File: config.mk
export PLATFORM = sky130hd
export DESIGN_NAME = psf_top
export DESIGN_NICKNAME = d
export VERILOG_FILES = /design/src/verilog/psf_pkg.sv /design/src/verilog/psf_ctl_if.sv /design/src/verilog/psf_top.sv /design/src/verilog/psf_loop_det.sv /design/src/verilog/psf_sync2.sv
export SDC_FILE = /design/constraint.sdc
export NUM_CORES = 1
export LEC_CHECK = 0
export ABC_AREA = 1
export BUFFER_PORTS_ARGS = -buffer_cell sky130_fd_sc_hd__buf_4
export CAP_MARGIN = 30
export CORE_ASPECT_RATIO = 0.75
export CORE_UTILIZATION = 35
export DETAILED_ROUTE_END_ITERATION = 12
export GPL_ROUTABILITY_DRIVEN = 0
export PLACE_DENSITY = 0.7
export SLEW_MARGIN = 20
export SYNTH_ARGS = -nofsm -noshare
export SYNTH_HDL_FRONTEND = slang
export SYNTH_SLANG_ARGS = --single-unit
File: constraint.sdc
create_clock -name clock -period 1.94 [get_ports clock]
set_input_delay 0.194 -clock clock [delete_from_list [all_inputs] [get_ports clock]]
set_output_delay 0.194 -clock clock [all_outputs]
set_load 0.01 [all_outputs]
File: src/verilog/psf_pkg.sv
package psf_pkg;
  // register index as printed (27 decimal, not a multiple of four)
  localparam logic [7:0] SFC_INDEX = 8'h1b;
  localparam logic [11:0] SFC_ADDR = 12'h06c;
  // field positions
  localparam int LEN_HI = 15;
  localparam int LEN_LO = 13;
  localparam int RSV_BIT = 12;
  localparam int RISE_HI = 11;
  localparam int RISE_LO = 10;
  localparam int XOVER_BIT = 9;
  localparam int PAIR_BIT = 8;
  localparam int ALOOP_BIT = 7;
  localparam int LDET_EN_BIT = 6;
  localparam int LDET_FAST_BIT = 5;
  localparam int LDET_STAT_BIT = 4;
  // reset values
  localparam logic [2:0] LEN_RST = 3'h0;
  localparam logic XOVER_RST = 1'b1;
  localparam logic PAIR_RST = 1'b1;
  localparam logic ALOOP_RST = 1'b0;
  localparam logic LDET_EN_RST = 1'b0;
  localparam logic LDET_FAST_RST = 1'b0;
  localparam logic LDET_STAT_RST = 1'b0;
  // rise-time codes
  localparam logic [1:0] RISE_3P3 = 2'h0;
  localparam logic [1:0] RISE_3P6 = 2'h1;
  localparam logic [1:0] RISE_3P9 = 2'h2;
  localparam logic [1:0] RISE_4P2 = 2'h3;
  // loopback detect qualification, in clock cycles
  localparam logic [7:0] LDET_SLOW_CNT = 8'h40;
  localparam logic [7:0] LDET_FAST_CNT = 8'h08;
  // reset load sequencing
  typedef enum logic [1:0] {
    PSF_ST_RESET, PSF_ST_SYNC, PSF_ST_LOAD, PSF_ST_RUN
  } psf_state_type;
endpackage : psf_pkg

File: src/verilog/psf_ctl_if.sv
`timescale 1ns/1ps
// control fields passed from the register bank to the detector, and the detector result passed back
interface psf_ctl_if;
  logic det_enable; // detection on
  logic det_fast; // faster qualification
  logic det_found; // loopback seen
  modport bank (output det_enable, output det_fast, input det_found);
  modport det (input det_enable, input det_fast, output det_found);
endinterface : psf_ctl_if

File: src/verilog/psf_top.sv
// The implementer's own choice: the APB slave port.
`timescale 1ns/1ps
// Contract
// - read-only length estimate in bits 15:13, resets 000
// - estimate invalid while fixed gain bit set
// - read/write rise-time select in bits 11:10
// - rise-time field loaded from straps at reset
// - bit 9 crossover enable, resets one
// - bit 8 pair select, MDIX when one
// - bit 7 analog loopback enable, resets zero
// - bit 6 loopback detect enable, resets zero
// - bit 5 faster detection enable, resets zero
// - bit 4 read-only loopback detected status
module psf_top
  import psf_pkg::*;
(
  // clock and reset
  input wire logic clock,
  input wire logic rst_b,
  input wire logic clk_en,
  // apb slave
  input wire logic psel,
  input wire logic penable,
  input wire logic pwrite,
  input wire logic [11:0] paddr,
  input wire logic [31:0] pwdata,
  output logic [31:0] prdata,
  output logic pready,
  output logic pslverr,
  // pins and analog status
  input wire logic [1:0] rise_time_strap_pins,
  input wire logic [2:0] line_length_in,
  input wire logic fixed_gain_set,
  input wire logic loop_cond_in,
  // control outputs
  output logic [1:0] rise_time_sel,
  output logic automatic_crossover,
  output logic pair_mdix,
  output logic analog_loopback,
  output logic length_valid
);
  // synchronised inputs
  logic [1:0] strap_sync;
  logic [2:0] len_sync;
  logic gain_sync;
  logic cond_sync;
  // register fields
  logic [2:0] len_reg; // captured estimate
  logic [1:0] rise_reg;
  logic xover_reg;
  logic pair_reg;
  logic aloop_reg;
  logic ldet_en_reg;
  logic ldet_fast_reg;
  logic [31:0] prdata_reg;
  psf_state_type state_reg;
  psf_state_type state_next;
  // bus decode
  logic acc;
  logic hit;
  logic wr_en;
  logic [15:0] rd_word;
  logic len_ok;

  psf_ctl_if ctl ();

  // pins from outside the clock domain, two flops each
  psf_sync2 #(.WIDTH(7)) u_sync (
    .clock(clock),
    .rst_b(rst_b),
    .clk_en(clk_en),
    .async_in({rise_time_strap_pins, line_length_in, fixed_gain_set,
               loop_cond_in}),
    .sync_out({strap_sync, len_sync, gain_sync, cond_sync})
  );

  // detector for loopback condition
  psf_loop_det u_det (
    .clock(clock),
    .rst_b(rst_b),
    .clk_en(clk_en),
    .cond_sync(cond_sync),
    .ctl(ctl)
  );

  // strap load sequencing: wait for synchroniser to fill
  always_comb begin
    case (state_reg)
      PSF_ST_RESET: state_next = PSF_ST_SYNC;
      PSF_ST_SYNC: state_next = PSF_ST_LOAD;
      PSF_ST_LOAD: state_next = PSF_ST_RUN;
      PSF_ST_RUN: state_next = PSF_ST_RUN;
      default: state_next = PSF_ST_RESET;
    endcase
  end

  always_ff @(posedge clock or negedge rst_b) begin
    if (!rst_b) state_reg <= PSF_ST_RESET;
    else if (clk_en) state_reg <= state_next;
  end

  // apb: zero wait states, any unmapped address errors
  assign acc = psel && penable;
  assign hit = (paddr == SFC_ADDR);
  assign wr_en = acc && pwrite && hit && clk_en;
  assign pready = 1'b1;
  assign pslverr = acc && !hit;

  // estimate is meaningless with fixed gain
  assign len_ok = !gain_sync;

  // estimate latch; field reads zero while invalid
  always_ff @(posedge clock or negedge rst_b) begin
    if (!rst_b) len_reg <= LEN_RST;
    else if (clk_en) len_reg <= len_ok ? len_sync : LEN_RST;
  end

  // rise-time field: strap load once, then software
  // the reset value is a constant; the strap lands three enabled cycles later
  always_ff @(posedge clock or negedge rst_b) begin
    if (!rst_b) rise_reg <= RISE_3P3;
    else if (clk_en && state_reg == PSF_ST_LOAD)
      rise_reg <= strap_sync;
    else if (wr_en && state_reg == PSF_ST_RUN)
      rise_reg <= pwdata[RISE_HI:RISE_LO];
  end

  // read/write control bits
  always_ff @(posedge clock or negedge rst_b) begin
    if (!rst_b) begin
      xover_reg <= XOVER_RST;
      pair_reg <= PAIR_RST;
      aloop_reg <= ALOOP_RST;
      ldet_en_reg <= LDET_EN_RST;
      ldet_fast_reg <= LDET_FAST_RST;
    end else if (wr_en) begin
      xover_reg <= pwdata[XOVER_BIT];
      pair_reg <= pwdata[PAIR_BIT];
      aloop_reg <= pwdata[ALOOP_BIT];
      ldet_en_reg <= pwdata[LDET_EN_BIT];
      ldet_fast_reg <= pwdata[LDET_FAST_BIT];
    end
  end

  assign ctl.det_enable = ldet_en_reg;
  assign ctl.det_fast = ldet_fast_reg;

  // read word; reserved bits always read zero
  always_comb begin
    rd_word = 16'h0000;
    rd_word[LEN_HI:LEN_LO] = len_reg;
    rd_word[RISE_HI:RISE_LO] = rise_reg;
    rd_word[XOVER_BIT] = xover_reg;
    rd_word[PAIR_BIT] = pair_reg;
    rd_word[ALOOP_BIT] = aloop_reg;
    rd_word[LDET_EN_BIT] = ldet_en_reg;
    rd_word[LDET_FAST_BIT] = ldet_fast_reg;
    rd_word[LDET_STAT_BIT] = ctl.det_found;
  end

  // read data flop, loaded during the setup phase
  always_ff @(posedge clock or negedge rst_b) begin
    if (!rst_b) prdata_reg <= 32'h0000_0000;
    else if (clk_en && psel && !penable && !pwrite)
      prdata_reg <= hit ? {16'h0000, rd_word} : 32'h0000_0000;
  end
  assign prdata = prdata_reg;

  // control outputs from flops; length_valid is the inverted gain flop
  assign rise_time_sel = rise_reg;
  assign automatic_crossover = xover_reg;
  assign pair_mdix = pair_reg;
  assign analog_loopback = aloop_reg;
  assign length_valid = len_ok;

  // assertions
  a_len_invalid_zero: assert property (@(posedge clock) disable iff (!rst_b)
    clk_en && gain_sync |=> len_reg == LEN_RST)
    else $error("length not cleared under fixed gain");
  a_len_follows_in: assert property (@(posedge clock) disable iff (!rst_b)
    clk_en && !gain_sync |=> len_reg == $past(len_sync))
    else $error("length estimate not captured");
  a_rise_write: assert property (@(posedge clock) disable iff (!rst_b)
    wr_en && state_reg == PSF_ST_RUN |=>
    rise_reg == $past(pwdata[RISE_HI:RISE_LO]))
    else $error("rise field write lost");
  a_rise_strap: assert property (@(posedge clock) disable iff (!rst_b)
    clk_en && state_reg == PSF_ST_LOAD |=> rise_reg == $past(strap_sync))
    else $error("strap not loaded");
  a_xover_write: assert property (@(posedge clock) disable iff (!rst_b)
    wr_en |=> automatic_crossover == $past(pwdata[XOVER_BIT]))
    else $error("crossover bit write lost");
  a_pair_hold: assert property (@(posedge clock) disable iff (!rst_b)
    !wr_en |=> $stable(pair_mdix))
    else $error("pair select changed without write");
  a_aloop_write: assert property (@(posedge clock) disable iff (!rst_b)
    wr_en |=> analog_loopback == $past(pwdata[ALOOP_BIT]))
    else $error("loopback bit write lost");
  a_det_off_clear: assert property (@(posedge clock) disable iff (!rst_b)
    clk_en && !ldet_en_reg |=> !ctl.det_found)
    else $error("detect status set while disabled");
  a_det_fast_qual: assert property (@(posedge clock) disable iff (!rst_b)
    ldet_en_reg && ldet_fast_reg && cond_sync && clk_en ##1
    (ldet_en_reg && ldet_fast_reg && cond_sync && clk_en)[*8]
    |=> ctl.det_found)
    else $error("fast detection did not qualify");
  a_rsv_zero: assert property (@(posedge clock) disable iff (!rst_b)
    rd_word[RSV_BIT] == 1'b0 && rd_word[3:0] == 4'h0)
    else $error("reserved bits read nonzero");

  // field-by-field write and hold checks
  // holds matter as much as writes: a stray update of a control bit
  // would silently change the line behaviour of the port

  // pair select takes the written bit
  a_pair_write: assert property (
    @(posedge clock) disable iff (!rst_b)
    wr_en |=> pair_mdix == $past(pwdata[PAIR_BIT]))
    else $error("pair select write lost");

  // crossover enable only moves on a write
  a_xover_hold: assert property (
    @(posedge clock) disable iff (!rst_b)
    !wr_en |=> $stable(xover_reg))
    else $error("crossover changed without write");

  // analog loopback only moves on a write
  a_aloop_hold: assert property (
    @(posedge clock) disable iff (!rst_b)
    !wr_en |=> $stable(aloop_reg))
    else $error("loopback changed without write");

  // detection enable takes the written bit
  a_en_write: assert property (
    @(posedge clock) disable iff (!rst_b)
    wr_en |=> ldet_en_reg == $past(pwdata[LDET_EN_BIT]))
    else $error("detect enable write lost");

  // detection enable only moves on a write
  a_en_hold: assert property (
    @(posedge clock) disable iff (!rst_b)
    !wr_en |=> $stable(ldet_en_reg))
    else $error("detect enable changed without write");

  // speed-up takes the written bit
  a_fast_write: assert property (
    @(posedge clock) disable iff (!rst_b)
    wr_en |=> ldet_fast_reg == $past(pwdata[LDET_FAST_BIT]))
    else $error("speed-up write lost");

  // speed-up only moves on a write
  a_fast_hold: assert property (
    @(posedge clock) disable iff (!rst_b)
    !wr_en |=> $stable(ldet_fast_reg))
    else $error("speed-up changed without write");

  // rise field moves only on strap load or a run-time write
  a_rise_hold: assert property (
    @(posedge clock) disable iff (!rst_b)
    !(wr_en && state_reg == PSF_ST_RUN) &&
    !(clk_en && state_reg == PSF_ST_LOAD) |=> $stable(rise_reg))
    else $error("rise field changed unexpectedly");

  // early writes never beat the strap load
  a_rise_early_drop: assert property (
    @(posedge clock) disable iff (!rst_b)
    wr_en && state_reg != PSF_ST_RUN && state_reg != PSF_ST_LOAD
    |=> $stable(rise_reg))
    else $error("rise written before strap load");

  // strap sequencing steps once per enabled cycle
  a_seq_reset: assert property (
    @(posedge clock) disable iff (!rst_b)
    clk_en && state_reg == PSF_ST_RESET |=> state_reg == PSF_ST_SYNC)
    else $error("strap sequence stuck in reset");

  a_seq_sync: assert property (
    @(posedge clock) disable iff (!rst_b)
    clk_en && state_reg == PSF_ST_SYNC |=> state_reg == PSF_ST_LOAD)
    else $error("strap sequence stuck in sync");

  // load happens exactly once per hardware reset
  a_load_to_run: assert property (
    @(posedge clock) disable iff (!rst_b)
    clk_en && state_reg == PSF_ST_LOAD |=> state_reg == PSF_ST_RUN)
    else $error("strap load repeated");

  a_run_stays: assert property (
    @(posedge clock) disable iff (!rst_b)
    state_reg == PSF_ST_RUN |=> state_reg == PSF_ST_RUN)
    else $error("left run state without reset");

  // read data is the register word captured at setup
  a_rd_capture: assert property (
    @(posedge clock) disable iff (!rst_b)
    clk_en && psel && !penable && !pwrite && hit
    |=> prdata[15:0] == $past(rd_word))
    else $error("read word not captured");

  // upper half of the bus word is never used
  a_rd_upper_zero: assert property (
    @(posedge clock) disable iff (!rst_b)
    prdata[31:16] == 16'h0000)
    else $error("upper read half nonzero");

  // unmapped reads return zero
  a_rd_unmapped_zero: assert property (
    @(posedge clock) disable iff (!rst_b)
    clk_en && psel && !penable && !pwrite && !hit
    |=> prdata == 32'h0000_0000)
    else $error("unmapped read not zero");

  // clock enable low freezes the rise and crossover fields and the length estimate
  a_freeze_fields: assert property (
    @(posedge clock) disable iff (!rst_b)
    !clk_en |=> $stable(rise_reg) && $stable(xover_reg) &&
    $stable(len_reg))
    else $error("fields moved while frozen");

  // clock enable low freezes the detector result
  a_freeze_status: assert property (
    @(posedge clock) disable iff (!rst_b)
    !clk_en |=> $stable(ctl.det_found))
    else $error("status moved while frozen");

  // status only rises with condition present and detection on
  a_det_rise_cause: assert property (
    @(posedge clock) disable iff (!rst_b)
    $rose(ctl.det_found) |-> $past(cond_sync) && $past(ldet_en_reg))
    else $error("status rose without cause");

  // status drops one cycle after the condition goes away
  a_det_drop_cond: assert property (
    @(posedge clock) disable iff (!rst_b)
    clk_en && !cond_sync |=> !ctl.det_found)
    else $error("status held without condition");

  // valid flag is the inverse of the synchronised gain setting
  a_len_valid_out: assert property (
    @(posedge clock) disable iff (!rst_b)
    length_valid == !gain_sync)
    else $error("length valid flag wrong");

  // the read word shows zero length under fixed gain
  a_len_reads_zero: assert property (
    @(posedge clock) disable iff (!rst_b)
    clk_en && gain_sync |=> rd_word[LEN_HI:LEN_LO] == LEN_RST)
    else $error("length field readable under fixed gain");
endmodule : psf_top

File: src/verilog/psf_loop_det.sv
`timescale 1ns/1ps
module psf_loop_det
  import psf_pkg::*;
(
  // clocking
  input wire logic clock,
  input wire logic rst_b,
  input wire logic clk_en,
  // synchronised raw condition
  input wire logic cond_sync,
  // control
  psf_ctl_if.det ctl
);
  logic [7:0] cnt_reg;
  logic [7:0] cnt_next;
  logic found_reg;
  logic [7:0] limit;
  // speed-up shortens the qualification window
  assign limit = ctl.det_fast ? LDET_FAST_CNT : LDET_SLOW_CNT;
  // count only while enabled; disabled holds the result at zero
  // saturate at the limit: a rate change mid-count must not wrap around
  assign cnt_next = (!ctl.det_enable || !cond_sync) ? 8'h00 :
                    (cnt_reg >= limit) ? limit : cnt_reg + 8'h01;
  // counter and result flop
  always_ff @(posedge clock or negedge rst_b) begin
    if (!rst_b) begin
      cnt_reg <= 8'h00;
      found_reg <= LDET_STAT_RST;
    end else if (clk_en) begin
      cnt_reg <= cnt_next;
      found_reg <= ctl.det_enable && (cnt_next == limit);
    end
  end
  assign ctl.det_found = found_reg;
endmodule : psf_loop_det

File: src/verilog/psf_sync2.sv
`timescale 1ns/1ps
module psf_sync2 #(
  parameter int WIDTH = 1
) (
  // clocking
  input wire logic clock,
  input wire logic rst_b,
  input wire logic clk_en,
  // data
  input wire logic [WIDTH-1:0] async_in,
  output logic [WIDTH-1:0] sync_out
);
  logic [WIDTH-1:0] meta_reg; // first stage, read only by second
  // two-flop synchroniser
  always_ff @(posedge clock or negedge rst_b) begin
    if (!rst_b) begin
      meta_reg <= '0;
      sync_out <= '0;
    end else if (clk_en) begin
      meta_reg <= async_in;
      sync_out <= meta_reg;
    end
  end
endmodule : psf_sync2

==> results.toml <==
[worst_setup_path]
critPathCaptureType = "register"
slowest_stage = "dfrtp_1"
worstRegToRegCells = 11
critPathArrivalTime_ns = 1.96
cp_slowest_stage_delay_ns = 0.44
start_kind = "register"
crit_required_ns = 2.13
crit_type = "register to register"
crit_chain = "ha_1, nand2_1, nor2_2, nand2_2, nand3_2, nor2_4, nand2_1, nand3_1, nor2_1, nand2_1, nand2_1"
cpMostUsedCell = "nand2_1"
path_max_fanout = 7

[global_routing]
grt_max_degree = 47
grt_pass1_vias = 1807
grt_remaining_overflow = 0
grt_pass1_wl_um = 8340
antenna_found_initial = 0
grt_use_total_pct = 14.5

[drt]
finalWirelength_um = 4880
drt_iter0_markers = 74
drc_errors = 2
firstDrtPassIters = 8
wl_per_cell_um = 11.1
antenna_left = 0
via_count = 1978
viasPerCell = 4.51

[clock_tree]
cts_sinks = 46
post_cts_buffers = 0
clk_pin_slew_ns = 0.09
clockBufferDepth = 2
ctsResizeCount = 0
numCtsBuffers = 5
htree_levels = 2
clockRootBuffer = "clkbuf_8"
cts_tree = "done"
clk_latency_ns = 0.29

[timing]
post-route-min-period_ns = 1.77
relSlewSlack_pct = 61.7
setup_ws_ns = 0.173
rsz0062_at_grt = "no"
clock.fmax_ghz = 0.566
skew_ns = 0.00479
post-route-period-util_pct = 91.1
setup_viol = 0
tns_ns = 0
worstMarginPinSlew_ns = 0.574
slew_violations = 0
hold_violations = 0

[final_layout]
largest_reg_flops = 11
register_area_mm2 = 0.00115
final_util_pct = 44.3
layout.cells.non_filler = 439
drive_gt1_share_pct = 21.8
fillCellCount = 670
final_design_area_no_fill_mm2 = 0.00290
fin_nets = 418
final_cell_mix = "nand2_1 (78), buf_4 (53), dfrtp_1 (44), inv_1 (37), o21ai_0 (36)"
multi_input_comb_area_mm2 = 0.00100
synthToLayoutAreaGrowth_pct = 18.5
final_common_cell = "nand2_1"
diodes = 0

[synthesis]
syn_inst = 307
synth_top_family_by_area = "simple AND/OR/NAND/NOR gates"
synth_compound_area_share_pct = 10.1
synthSimpleGateAreaFrac_pct = 25.3
yosys-mux-area-fraction_pct = 0
ys_warn_count = 0
synth.largest_area_cell = "dfrtp_1"
synthAdderAreaFrac_pct = 2.05
avgSynthCellArea_um2 = 7.97
synth_xor_area_share_pct = 0
synth_cell_types = 29
yosys-top-cells-area = "dfrtp_1 (45%), nand2_1 (12%), o21ai_0 (7.4%), buf_4 (7.4%), nand3_1 (6.1%)"
ys_seq_area_share_pct = 47.2
synth_top_area_share_pct = 45.0
synth_area_mm2 = 0.00245
ys_seq_elements = 46

[outcome]
status = "complete, but fails checks"
violations = "design-rule violations"

[place]
dp.cells = 430
post-place-ws_ns = 0.196
io_buffer_count = 49
dpl_cell_area_mm2 = 0.00280
dp_hpwl_um = 3630

[hold_path]
min_path_cells = 3
hp-class = "primary input to register"

[die]
start_util_pct = 37.4
dieWidth_um = 98.5
rows = 25
ios = 97
design.core.area_mm2 = 0.00654
dieArea_mm2 = 0.00733
die_y_um = 74.4

[power_and_ir_drop]
max-vdd-ir-drop_mv = 0.439
leakagePower_nw = 1.54
cellPowerDensity_mw_per_mm2 = 642

[run]
drv_cap = 0
==> layout make-up <==
cell class | instances | area share (%)
Inverter | 39 | 5.05
Sequential cell | 46 | 39.8
Timing Repair Buffer | 54 | 14.1
Clock inverter | 2 | 0.475
Tap cell | 81 | 3.50
Clock buffer | 6 | 2.50
Multi-Input combinational cell | 211 | 34.6
==> worst max-delay path: cells and delay by family (launching register included) <==
| family | cells | cell delay (ns) |
|---|---|---|
| simple gates | 10 | 0.83 |
| flops | 1 | 0.44 |
| fa+ha+maj | 1 | 0.38 |
==> cells in the mapped netlist (all sizes together) <==
cell type / count
nand2: 85
buf: 27
nor4: 1
ha: 4
nand3: 31
dfstp: 2
dfrtp: 44
nor2: 17
and2: 1
nor3: 2
conb: 2
inv: 38
o21bai: 2
clkbuf: 4
a31oi: 1
o21ai: 39
clkinv: 1
nand4: 2
a21oi: 4
==> final timing paths <==
kind	from	end	slack, ns
worst min register to register	u_sync.meta_reg[5]	u_sync.meta_reg[5]	0.48
worst max-delay path	ctl.det_fast	u_det.ctl.det_found	0.17
min in group asynchronous	rst_b	u_sync.meta_reg[1]	0.42
max in group asynchronous	rst_b	pair_mdix	1.12
worst max register to register	ctl.det_fast	u_det.ctl.det_found	0.17
worst min-delay path	rise_time_strap_pins[1]	u_sync.meta_reg[6]	0.09
==> power breakdown <==
| group | internal, W | total, W | switching [W] |
|---|---|---|---|
| registers | 0.00102 | 0.00105 | 0.0000324 |
| clock network | 0.000254 | 0.000574 | 0.000319 |
| logic | 0.000104 | 0.000238 | 0.000134 |
| total | 0.00138 | 0.00186 | 0.000485 |
==> logic make-up (layout without fill, tap and decap cells) <==
| family | Yosys count | in the layout |
|---|---|---|
| flops | 46 | 46 |
| compound gates | 46 | 46 |
| other cells | 2 | 22 |
| simple gates | 139 | 139 |
| fa+ha+maj | 4 | 4 |
| buf+inv | 70 | 101 |
==> routing by layer <==
metal	part of all wire (%)	track usage [%]
met1	48	19.3
met2	47	23.8
met3	3.9	3.76
met4	0.76	3.98
met5	0	0
==> per-stage QoR <==
step           hold slack [ns]  total power (W)
2_1_floorplan           -0.102          0.00121
3_3_place_gp             0.230          0.00130
3_5_place_dp             0.236          0.00131
4_1_cts                 0.0798          0.00189
5_1_grt                 0.0894          0.00198
6_report                0.0895          0.00186
==> repair_timing <==
item | in CTS | in global routing
endpoints found under the hold margin | 44 | 0
hold buffers | 1 | 0
setup endpoints to repair | 0 | 0
Power figures use the tool's default switching activity.
